**config.mk**
```make
export PLATFORM = sky130hd
export DESIGN_NAME = transmitter_interrupt_config
export DESIGN_NICKNAME = d
export VERILOG_FILES = /design/src/hw/tx_irq_pkg.sv /design/src/hw/event_trigger_cell.sv /design/src/hw/transmitter_interrupt_config.sv
export SDC_FILE = /design/constraint.sdc
export NUM_CORES = 1
export LEC_CHECK = 0
export ABC_AREA = 1
export BUFFER_PORTS_ARGS = -buffer_cell sky130_fd_sc_hd__buf_4
export CORE_UTILIZATION = 41
export CTS_BUF_LIST = sky130_fd_sc_hd__clkbuf_4
export DETAILED_ROUTE_END_ITERATION = 6
export HOLD_SLACK_MARGIN = 0.1
export MAX_ROUTING_LAYER = met4
export PLACE_DENSITY = 0.79
export SYNTH_ARGS = -nofsm -noshare
export SYNTH_HDL_FRONTEND = slang
export SYNTH_HIERARCHICAL = 1
export SYNTH_SLANG_ARGS = --single-unit
```
**constraint.sdc**
```tcl
create_clock -name clk -period 1.5 [get_ports clk]
set_clock_uncertainty 0.1 [all_clocks]
set_input_delay 0.375 -clock clk [delete_from_list [all_inputs] [get_ports clk]]
set_output_delay 0.375 -clock clk [all_outputs]
set_load 0.02 [all_outputs]
```
**src/hw/tx_irq_pkg.sv**
```systemverilog
// constants and types for the transmitter interrupt configuration block
package tx_irq_pkg;

   // ------------------------------------------------------------
   // register offsets
   // ------------------------------------------------------------
   localparam logic [7:0] TX_STATUS_OFFSET    = 8'h0a;
   localparam logic [7:0] TX_IRQ_MASK_OFFSET  = 8'h0b;
   localparam logic [7:0] TX_IRQ_MODE_OFFSET  = 8'h0c;

   // ------------------------------------------------------------
   // field positions
   // ------------------------------------------------------------
   localparam int XFER_DONE_MASK_BIT   = 0;
   localparam int SLIP_MASK_BIT        = 1;
   localparam int XFER_DONE_MODE_LSB   = 0;
   localparam int SLIP_MODE_LSB        = 2;
   localparam int XFER_DONE_FLAG_BIT   = 0;
   localparam int SLIP_FLAG_BIT        = 1;

   // ------------------------------------------------------------
   // reset values
   // ------------------------------------------------------------
   localparam logic [1:0] TX_IRQ_MASK_RESET  = 2'h0;
   localparam logic [3:0] TX_IRQ_MODE_RESET  = 4'h0;
   localparam logic [7:0] TX_RDATA_RESET     = 8'h00;

   // event indices
   localparam int EVT_XFER_DONE = 0;
   localparam int EVT_SLIP      = 1;
   localparam int EVT_COUNT     = 2;

   typedef enum logic [1:0] {
      TRIG_RISE  = 2'b00,
      TRIG_FALL  = 2'b01,
      TRIG_LEVEL = 2'b10,
      TRIG_RSVD  = 2'b11
   } trig_mode_e;

endpackage : tx_irq_pkg

```
**src/hw/event_trigger_cell.sv**
```systemverilog
// one interrupt event: edge or level detection, mask and a flag that is sticky in the two edge modes
`timescale 1ns/1ps
module event_trigger_cell
   import tx_irq_pkg::*;
(
   input  wire logic       clk,
   input  wire logic       rst,
   input  wire logic       ce,
   input  wire logic       cond,
   input  wire logic [1:0] mode,
   input  wire logic       mask,
   input  wire logic       clear,
   output logic            flag
);

   typedef struct packed {
      logic prev;
      logic flag;
   } cell_s;

   cell_s state;
   cell_s next_state;

   always_comb begin
      next_state      = state;
      next_state.prev = cond;
      // ------------------------------------------------------------
      // trigger decode
      // ------------------------------------------------------------
      case (trig_mode_e'(mode))
         TRIG_RISE: begin
            if (clear)
               next_state.flag = 1'b0;
            if (mask && cond && !state.prev)
               next_state.flag = 1'b1;
         end
         TRIG_FALL: begin
            if (clear)
               next_state.flag = 1'b0;
            if (mask && !cond && state.prev)
               next_state.flag = 1'b1;
         end
         TRIG_LEVEL: begin
            next_state.flag = mask && cond;
         end
         default: begin
            // reserved code never raises the event
            next_state.flag = 1'b0;
         end
      endcase
      // masked events never raise the flag
      if (!mask)
         next_state.flag = 1'b0;
   end

   always_ff @(posedge clk) begin
      if (rst)
         state <= '0;
      else if (ce)
         state <= next_state;
   end

   assign flag = state.flag;

endmodule : event_trigger_cell

```
**src/hw/transmitter_interrupt_config.sv**
```systemverilog
// transmitter interrupt mask, trigger mode and interrupt pin logic
//
// Behaviour
// - The mask register holds the slip mask in bit 1 and the transfer mask in bit 0, upper bits read zero.
// - A transfer mask of 0, the reset value, suppresses the transfer interrupt and 1 allows it.
// - A slip mask of 0, the reset value, suppresses the slip interrupt and 1 allows it.
// - The mode register holds the slip trigger mode in bits 3:2 and the transfer mode in bits 1:0, upper bits zero.
// - Transfer mode 00 is rising edge (default), 01 falling edge, 10 level, 11 reserved.
// - Slip mode 00 is rising edge (default), 01 falling edge, 10 level, 11 reserved.
// - With transfers enabled and unmasked, a completed transfer sets its flag, pulls the pin low and sets the summary.
// - With slip unmasked, a slip or block start, chosen by a select bit, sets its flag, pulls the pin low and sets the summary.
`timescale 1ns/1ps
module transmitter_interrupt_config
   import tx_irq_pkg::*;
(
   input  wire logic       clk,
   input  wire logic       rst,
   input  wire logic       ce,
   input  wire logic       reg_wr,
   input  wire logic       reg_rd,
   input  wire logic [7:0] reg_addr,
   input  wire logic [7:0] reg_wdata,
   output logic [7:0]      reg_rdata,
   input  wire logic       xfer_done,
   input  wire logic       tx_transfer_disable,
   input  wire logic       data_slip,
   input  wire logic       block_start,
   input  wire logic       slip_source_select,
   output logic            xfer_done_flag,
   output logic            slip_flag,
   output logic            tx_summary,
   output logic            int_n
);

   function automatic logic addr_hit(input logic [7:0] addr, input logic [7:0] offset);
      addr_hit = (addr == offset);
   endfunction : addr_hit

   typedef struct packed {
      logic       slip_irq_mask;
      logic       xfer_done_irq_mask;
      logic [1:0] slip_trigger_mode;
      logic [1:0] xfer_done_trigger_mode;
      logic [7:0] rdata;
      logic       xfer_q;
      logic       slip_q;
      logic       summary;
      logic       int_n;
   } ctrl_s;

   ctrl_s state;
   ctrl_s next_state;

   logic [EVT_COUNT-1:0] ev_cond;
   logic [EVT_COUNT-1:0] ev_mask;
   logic [1:0]           ev_mode [EVT_COUNT];
   logic [EVT_COUNT-1:0] ev_flag;
   logic                 status_clear;

   // ------------------------------------------------------------
   // event sources
   // ------------------------------------------------------------
   assign ev_cond[EVT_XFER_DONE] = xfer_done && !tx_transfer_disable;
   assign ev_cond[EVT_SLIP]      = slip_source_select ? block_start : data_slip;
   assign ev_mask[EVT_XFER_DONE] = state.xfer_done_irq_mask;
   assign ev_mask[EVT_SLIP]      = state.slip_irq_mask;
   assign ev_mode[EVT_XFER_DONE] = state.xfer_done_trigger_mode;
   assign ev_mode[EVT_SLIP]      = state.slip_trigger_mode;

   // status read clears the edge flags; a new event in that cycle still sets
   assign status_clear = reg_rd && addr_hit(reg_addr, TX_STATUS_OFFSET);

   // ------------------------------------------------------------
   // per event trigger cells
   // ------------------------------------------------------------
   genvar gi;
   generate
      for (gi = 0; gi < EVT_COUNT; gi++) begin : g_evt
         event_trigger_cell u_cell (
            .clk   (clk),
            .rst   (rst),
            .ce    (ce),
            .cond  (ev_cond[gi]),
            .mode  (ev_mode[gi]),
            .mask  (ev_mask[gi]),
            .clear (status_clear),
            .flag  (ev_flag[gi])
         );
      end
   endgenerate

   // ------------------------------------------------------------
   // register file and pin
   // ------------------------------------------------------------
   always_comb begin
      next_state = state;
      if (reg_wr) begin
         if (addr_hit(reg_addr, TX_IRQ_MASK_OFFSET)) begin
            next_state.xfer_done_irq_mask = reg_wdata[XFER_DONE_MASK_BIT];
            next_state.slip_irq_mask      = reg_wdata[SLIP_MASK_BIT];
         end else if (addr_hit(reg_addr, TX_IRQ_MODE_OFFSET)) begin
            next_state.xfer_done_trigger_mode = reg_wdata[XFER_DONE_MODE_LSB +: 2];
            next_state.slip_trigger_mode      = reg_wdata[SLIP_MODE_LSB +: 2];
         end
      end
      if (reg_rd) begin
         next_state.rdata = TX_RDATA_RESET;
         if (addr_hit(reg_addr, TX_STATUS_OFFSET)) begin
            next_state.rdata[XFER_DONE_FLAG_BIT] = ev_flag[EVT_XFER_DONE];
            next_state.rdata[SLIP_FLAG_BIT]      = ev_flag[EVT_SLIP];
         end else if (addr_hit(reg_addr, TX_IRQ_MASK_OFFSET)) begin
            next_state.rdata[XFER_DONE_MASK_BIT] = state.xfer_done_irq_mask;
            next_state.rdata[SLIP_MASK_BIT]      = state.slip_irq_mask;
         end else if (addr_hit(reg_addr, TX_IRQ_MODE_OFFSET)) begin
            next_state.rdata[XFER_DONE_MODE_LSB +: 2] = state.xfer_done_trigger_mode;
            next_state.rdata[SLIP_MODE_LSB +: 2]      = state.slip_trigger_mode;
         end
      end
      next_state.xfer_q  = ev_flag[EVT_XFER_DONE];
      next_state.slip_q  = ev_flag[EVT_SLIP];
      next_state.summary = |ev_flag;
      next_state.int_n   = !(|ev_flag);
   end

   always_ff @(posedge clk) begin
      if (rst) begin
         state.xfer_done_irq_mask     <= TX_IRQ_MASK_RESET[XFER_DONE_MASK_BIT];
         state.slip_irq_mask          <= TX_IRQ_MASK_RESET[SLIP_MASK_BIT];
         state.xfer_done_trigger_mode <= TX_IRQ_MODE_RESET[XFER_DONE_MODE_LSB +: 2];
         state.slip_trigger_mode      <= TX_IRQ_MODE_RESET[SLIP_MODE_LSB +: 2];
         state.rdata                  <= TX_RDATA_RESET;
         state.xfer_q                 <= 1'b0;
         state.slip_q                 <= 1'b0;
         state.summary                <= 1'b0;
         state.int_n                  <= 1'b1;
      end else if (ce) begin
         state <= next_state;
      end
   end

   assign reg_rdata      = state.rdata;
   assign xfer_done_flag = state.xfer_q;
   assign slip_flag      = state.slip_q;
   assign tx_summary     = state.summary;
   assign int_n          = state.int_n;

endmodule : transmitter_interrupt_config

```
==> results of run 1 <==
[stage by stage]
stage / util / worst slack [ns] / std cells / setup TNS (ns)
6_report: 0.5812 / 0.2345 / 212 / 0
5_1_grt: 0.5812 / 0.1916 / 212 / 0
4_1_cts: 0.5812 / 0.2361 / 212 / 0
3_5_place_dp: 0.5714 / -0.003807 / 209 / -0.006955
3_3_place_gp: 0.5714 / 0.01862 / 209 / 0
2_1_floorplan: - / 0.1789 / 152 / 0
[routing by layer]
layer	up-vias	track usage	part of all wire
met5	-	-	0
met4	0	0.05263	0.0078
met3	2	0.05217	0.042
met2	18	0.3205	0.50
met1	446	0.2110	0.45
li1	525	-	-
[kinds of logic after synthesis]
group | count (synthesis) | synth area share
and+or+nand+nor | 69 | 0.3487
buffers and inverters | 36 | 0.1465
AOI/OAI and AO/OA | 24 | 0.1417
DFF | 18 | 0.3487
muxes | 1 | 0.01090
other | 1 | 0.003628
[cells in the mapped netlist]
library cell | number | area, um^2
a31oi_1 | 1 | 6.260
o21a_1 | 1 | 7.510
nor2_4 | 1 | 11.26
nand3b_1 | 2 | 15.01
o21ai_2 | 1 | 8.760
nand2_1 | 27 | 101.4
clkinv_1 | 1 | 3.750
nor2_2 | 7 | 43.79
nand3_1 | 10 | 50.05
inv_1 | 26 | 97.59
o21ai_0 | 4 | 20.02
a21oi_2 | 3 | 26.28
conb_1 | 1 | 3.750
nand2_2 | 3 | 18.77
nor2_1 | 14 | 52.55
dfxtp_1 | 18 | 360.4
inv_2 | 4 | 15.01
a211oi_1 | 3 | 22.52
nor3_1 | 1 | 5.000
mux2_2 | 1 | 11.26
buf_2 | 1 | 5.000
nor2_8 | 2 | 40.04
a21oi_1 | 6 | 30.03
buf_4 | 4 | 30.03
nand2_4 | 2 | 22.52
o21ai_1 | 5 | 25.02
[flip-flops by register name, indices dropped and copies added (netlist names)]
register and count:
ev_mode 4, reg_rdata 4, ev_mask 2, g_evt.u_cell/flag 2, g_evt.u_cell/state 2, int_n 1, slip_flag 1, tx_summary 1
xfer_done_flag 1
[cell type report]
type / instances / share of cell area
Clock buffer: 3 / 0.01687
Inverter: 31 / 0.08716
Multi-Input combinational cell: 98 / 0.3993
Sequential cell: 18 / 0.2699
Tap cell: 28 / 0.02624
Timing Repair Buffer: 34 / 0.2006
[where the power goes]
part,internal [mW],switching (mW),total [mW]
Clock,0.0934,0.143,0.237
Combinational,0.0775,0.0914,0.169
Sequential,0.490,0.00682,0.497
[worst paths after layout]
kind	start	end	slack, ns	cells past startpoint
worst max-delay path	reg_rdata[0]	reg_rdata[0]	0.23	1
worst min-delay path	rst	g_evt[1].u_cell/flag	0.20	2
worst max register to register	ev_mode[2]	g_evt[0].u_cell/flag	0.47	6
worst min register to register	int_n	int_n	0.37	2
==> metrics, run 1 <==
Root Buffer=clkbuf_4; tightest hold margin=0.2008 ns; die height=52.21 um; data required time at the worst endpoint=1.02 ns; Detailed Routing Iterations Pass 1=4; fmax=0.7902 GHz; crit-path leading delay family=flip-flops; fin crit period=1.266 ns; Row Count=17; routability cong.=0.9047; crit path kind=flip-flop to output pin; RSZ-0062 raised after global routing=false; slowest stage delay, CP=about 0.35 ns; Startpoint Class=flip-flop; Crit. End Element=output pin; Warnings, synthesis=6; share of cells above drive strength 1=0.3315; CTS buffer count=3; CP max FO=2; Resized Gates After CTS=0; CP cell instances=buf_4; commonest cells after routing, fill and taps aside=buf_4, nand2_1, inv_1; Diodes inserted=0; slowest CP cell=dfxtp_1; max-cap viol count=0; Area after DPL=about 1300 um^2; commonest non-fill, non-tap cell in the layout=buf_4; GRT Util Overall=0.1863; sequential-to-total area share from yosys stat=0.3487; WL per Instance=10.30 um; vias in the first global route=a little over 900; Die W=52.21 um; Final Instance Area=1335 um^2; fillers=225; PortBufs=29; vias=991; Setup Buffers After CTS=0; Syn Inst Count=149; Core Area=approximately 2300 um^2; Final period util=0.8437; initial detailed-routing violation count=7; first-pass GRT wire length=3.650 mm; Leak=0.6931 nW; die area=2725 um^2; clock buffer depth=2; DRC Markers=0; I/O pin count=38; Hold Path Class=input pin to flip-flop; final slew viol count=0; Routed Antenna Nets=0; Distinct cells, synth=26; CTS clk-pin slew, worst paths=~0.1 ns; Power Density=675.7 nW/um^2; worst path bufs/invs=1; CTS Sinks=18; Final Hold Vio Count=0; multi-input logic area=533.0 um^2; synthesized flop and latch total=18; CTS tree=done; initial antenna violation count=0; flip-flop and latch area=360.3 um^2; status=completed; Avg Synthesized Cell Area=6.936 um^2; largest net degree at the start of global routing=11; cts hold-fix bufs=0; WP data arrival=0.79 ns; clock latency on the worst-skew pair=0.29 ns; CTS H-tree lvls=1; wirelength, routed=2.184 mm; via/cell ratio=4.675; Final setup viols=0; Layout area overhead=29.18%; worst vdd ir=0.4199 mV; Cell Area, Synth=between 1000 and 1500 um^2; NumNets Final=212; grt ovf=0; Post-DP HPWL=1.811 mm; Power, Total=~0.90 mW; initial core utilization=0.4499
Power figures use the tool's default switching activity.
==> inputs of run 2 (changes only) <==
--- a/config.mk
+++ b/config.mk
@@ -5,14 +5,14 @@
 export SDC_FILE = /design/constraint.sdc
 export NUM_CORES = 1
 export LEC_CHECK = 0
-export ABC_AREA = 1
+export ABC_AREA = 0
 export BUFFER_PORTS_ARGS = -buffer_cell sky130_fd_sc_hd__buf_4
 export CORE_UTILIZATION = 41
 export CTS_BUF_LIST = sky130_fd_sc_hd__clkbuf_4
 export DETAILED_ROUTE_END_ITERATION = 6
 export HOLD_SLACK_MARGIN = 0.1
 export MAX_ROUTING_LAYER = met4
-export PLACE_DENSITY = 0.79
+export PLACE_DENSITY = 0.8
 export SYNTH_ARGS = -nofsm -noshare
 export SYNTH_HDL_FRONTEND = slang
 export SYNTH_HIERARCHICAL = 1
==> constraint.sdc (replaced) <==
create_clock -name clk -period 1.28 [get_ports clk]
set_clock_uncertainty 0.1 [all_clocks]
set_input_delay 0.32 -clock clk [delete_from_list [all_inputs] [get_ports clk]]
set_output_delay 0.32 -clock clk [all_outputs]
set_load 0.02 [all_outputs]
==> run 2 against run 1 <==
The run now ends with setup timing left. Clock-buffer cell count is the same. First-iteration DRC count rose to 2.9 times the previous value. Via count fell by 2.9%. Sequential share of layout area down 2.3 points. Utilization grew 7.3 points. Routed wire length increased by 12%. Global-route usage increased by 2.9 points. Critical path depth is 5 higher. Area after synthesis down 5.6%. Combinational power grew 26%. Synthesized cell count fell by 27%.
==> metrics, run 2 <==
Reg2Reg Setup Slack=0.10 ns; Startpoint Class=input pin; Power Density=742.3 nW/um^2; Post-DP HPWL=1.822 mm; largest net degree at the start of global routing=14; die area=2580 um^2; Crit. End Element=flip-flop; Warnings, synthesis=6; sequential-to-total area share from yosys stat=0.3692; first-pass GRT wire length=4.064 mm; number of synthesized flops with an enable pin=0; via/cell ratio=5.315; commonest non-fill, non-tap cell in the layout=buf_4; Die W=50.79 um; CTS buffer count=3; commonest cells after routing, fill and taps aside=buf_4, dfxtp_1, nand2b_1; Cell Area, Synth=975.9 um^2; CTS Sinks=18; GRT Util Overall=0.2153; Synth top area share=0.3692; Hold Path Class=input pin to flip-flop; Power, Total=around 1.1 mW; DRC Markers=0; data required time at the worst endpoint=1.38 ns; PortBufs=29; Worst Reg-to-Reg Cells=2; Net Sw Power=0.2871 mW; CTS tree=done; Diodes inserted=0; worst vdd ir=between 0.9 and 1 mV; Detailed Routing Iterations Pass 1=4; Layout area overhead=49.62%; tightest hold margin=around 0.16 ns; Avg Synthesized Cell Area=8.954 um^2; Final setup viols=9; CTS H-tree lvls=1; wirelength, routed=2.440 mm; initial detailed-routing violation count=20; Final period util=1.157; clock buffer depth=2; Clk pwr share=0.277; final slew viol count=0; die height=50.79 um; cell internal pwr=0.7967 mW; CTS clk-pin slew, worst paths=0.11 ns; WL per Instance=roughly 13 um; fin crit period=1.480 ns; cts hold-fix bufs=0; sequential power share=0.527; crit path kind=input pin to flip-flop; routability cong.=slightly above 0.9; synthesized flop and latch total=18; Worst Slack Setup Final=-0.2005 ns; WP data arrival=about 1.6 ns; synth cell count leaders=dfxtp_1, nand2b_1, mux2i_1, nor2_1; Routed Antenna Nets=0; Main synth FF type=dfxtp_1; Final Hold Vio Count=0; Row Count=17; RSZ-0062 raised after global routing=true; Root Buffer=clkbuf_4; I/O pin count=38; initial antenna violation count=0; share of cells above drive strength 1=0.4248; Leak=about 0.60 nW; NumNets Final=180; Non-Filler Instances=181; top post-synthesis cells by area=dfxtp_1, mux2i_1, nand2b_1, nor4b_1, buf_4; CP max FO=4; clock latency on the worst-skew pair=0.30 ns; hold path depth=2; grt ovf=0; Core Area=2233 um^2; max-cap viol count=0; Placed Cells=approximately 170; Syn Inst Count=109; Distinct cells, synth=34; status=finished, violations left; initial core utilization=0.4370; vias=approximately 960; sw frac=0.2649; Setup Total Neg Slack=-1.021 ns; combinational power share=0.197; fillers=169; failing checks=setup timing; cell with the most instances after synthesis=dfxtp_1; ys async rst share=0; top cell type by total area after synthesis=dfxtp_1; vias in the first global route=approximately 910; fmax=0.6755 GHz
run 2: cell types whose count changed after synthesis, sizes merged, moves of 5 or more:
cell / change
inv: -27
mux2i: +8
nand2: -28
nand2b: +10
nand3: -9
nor2: -18
nor4b: +5
o21ai: -9
run 2: cell families (layout without fill, tap and decap cells):
family,Yosys count,after routing,share of synthesized area
AOI/OAI and AO/OA,15,15,0.1077
buffers and inverters,12,53,0.06410
DFF,18,18,0.3692
muxes,9,9,0.09359
other,1,4,0.003842
and+or+nand+nor,54,54,0.3615
run 2: repair_timing:
item,in CTS,in global routing
resized for setup,9,8
endpoints found under the setup margin,10,10
buffers inserted,1,2
hold endpoints to repair,0,0
gates cloned,0,0
pin swaps,2,7
run 2: power groups by stage:
stage	registers, mW	logic, mW	clock network [mW]
final	0.571	0.213	0.300
after global routing	0.572	0.229	0.336
after CTS	0.571	0.196	0.305
after detailed placement	0.583	0.186	0
after global placement	0.583	0.181	0
after floorplan	0.586	0.0907	0
run 2: layout make-up:
class	count	area, um^2	share of cell area
multi-input cells	82	663.1	0.4542
inverters	3	11.26	0.007712
clock buffers	3	22.52	0.01542
clock inverters	1	3.754	0.002571
flip-flops and latches	18	360.3	0.2468
repair buffers	46	364.1	0.2494
well taps	28	35.03	0.02399
run 2: path summary, 6_finish.rpt:
path	startpoint	end
worst min register to register	reg_rdata[2]	reg_rdata[2]
worst min-delay path	rst	ev_mask[0]
worst max-delay path	reg_addr[7]	g_evt[1].u_cell/flag
worst max register to register	g_evt[0].u_cell/flag	reg_rdata[0]
run 2: metal layers:
metal | GRT usage | wire length (um)
met4 | 0.03704 | 25
met2 | 0.3644 | 1259
met5 | - | 0
met3 | 0.06667 | 118
met1 | 0.2527 | 1037
run 2: stage by stage:
| stage | utilization | setup slack (ns) | cell area (um^2) |
|---|---|---|---|
| after floorplan | - | -0.4589 | 1051 |
| after global routing | 0.6538 | -0.2297 | 1460 |
| after detailed placement | 0.5927 | -0.5510 | 1324 |
| final | 0.6538 | -0.2005 | 1460 |
| after CTS | 0.6252 | -0.2097 | 1396 |
| after global placement | 0.5927 | -0.5508 | 1324 |
run 2: critical path, cell delays in order:
cell and delay (ns):
buf_8 0.09, or4b_4 0.55, nor3_2 0.13, nand2b_1 0.13, a211oi_1 0.06, or3_1 0.30
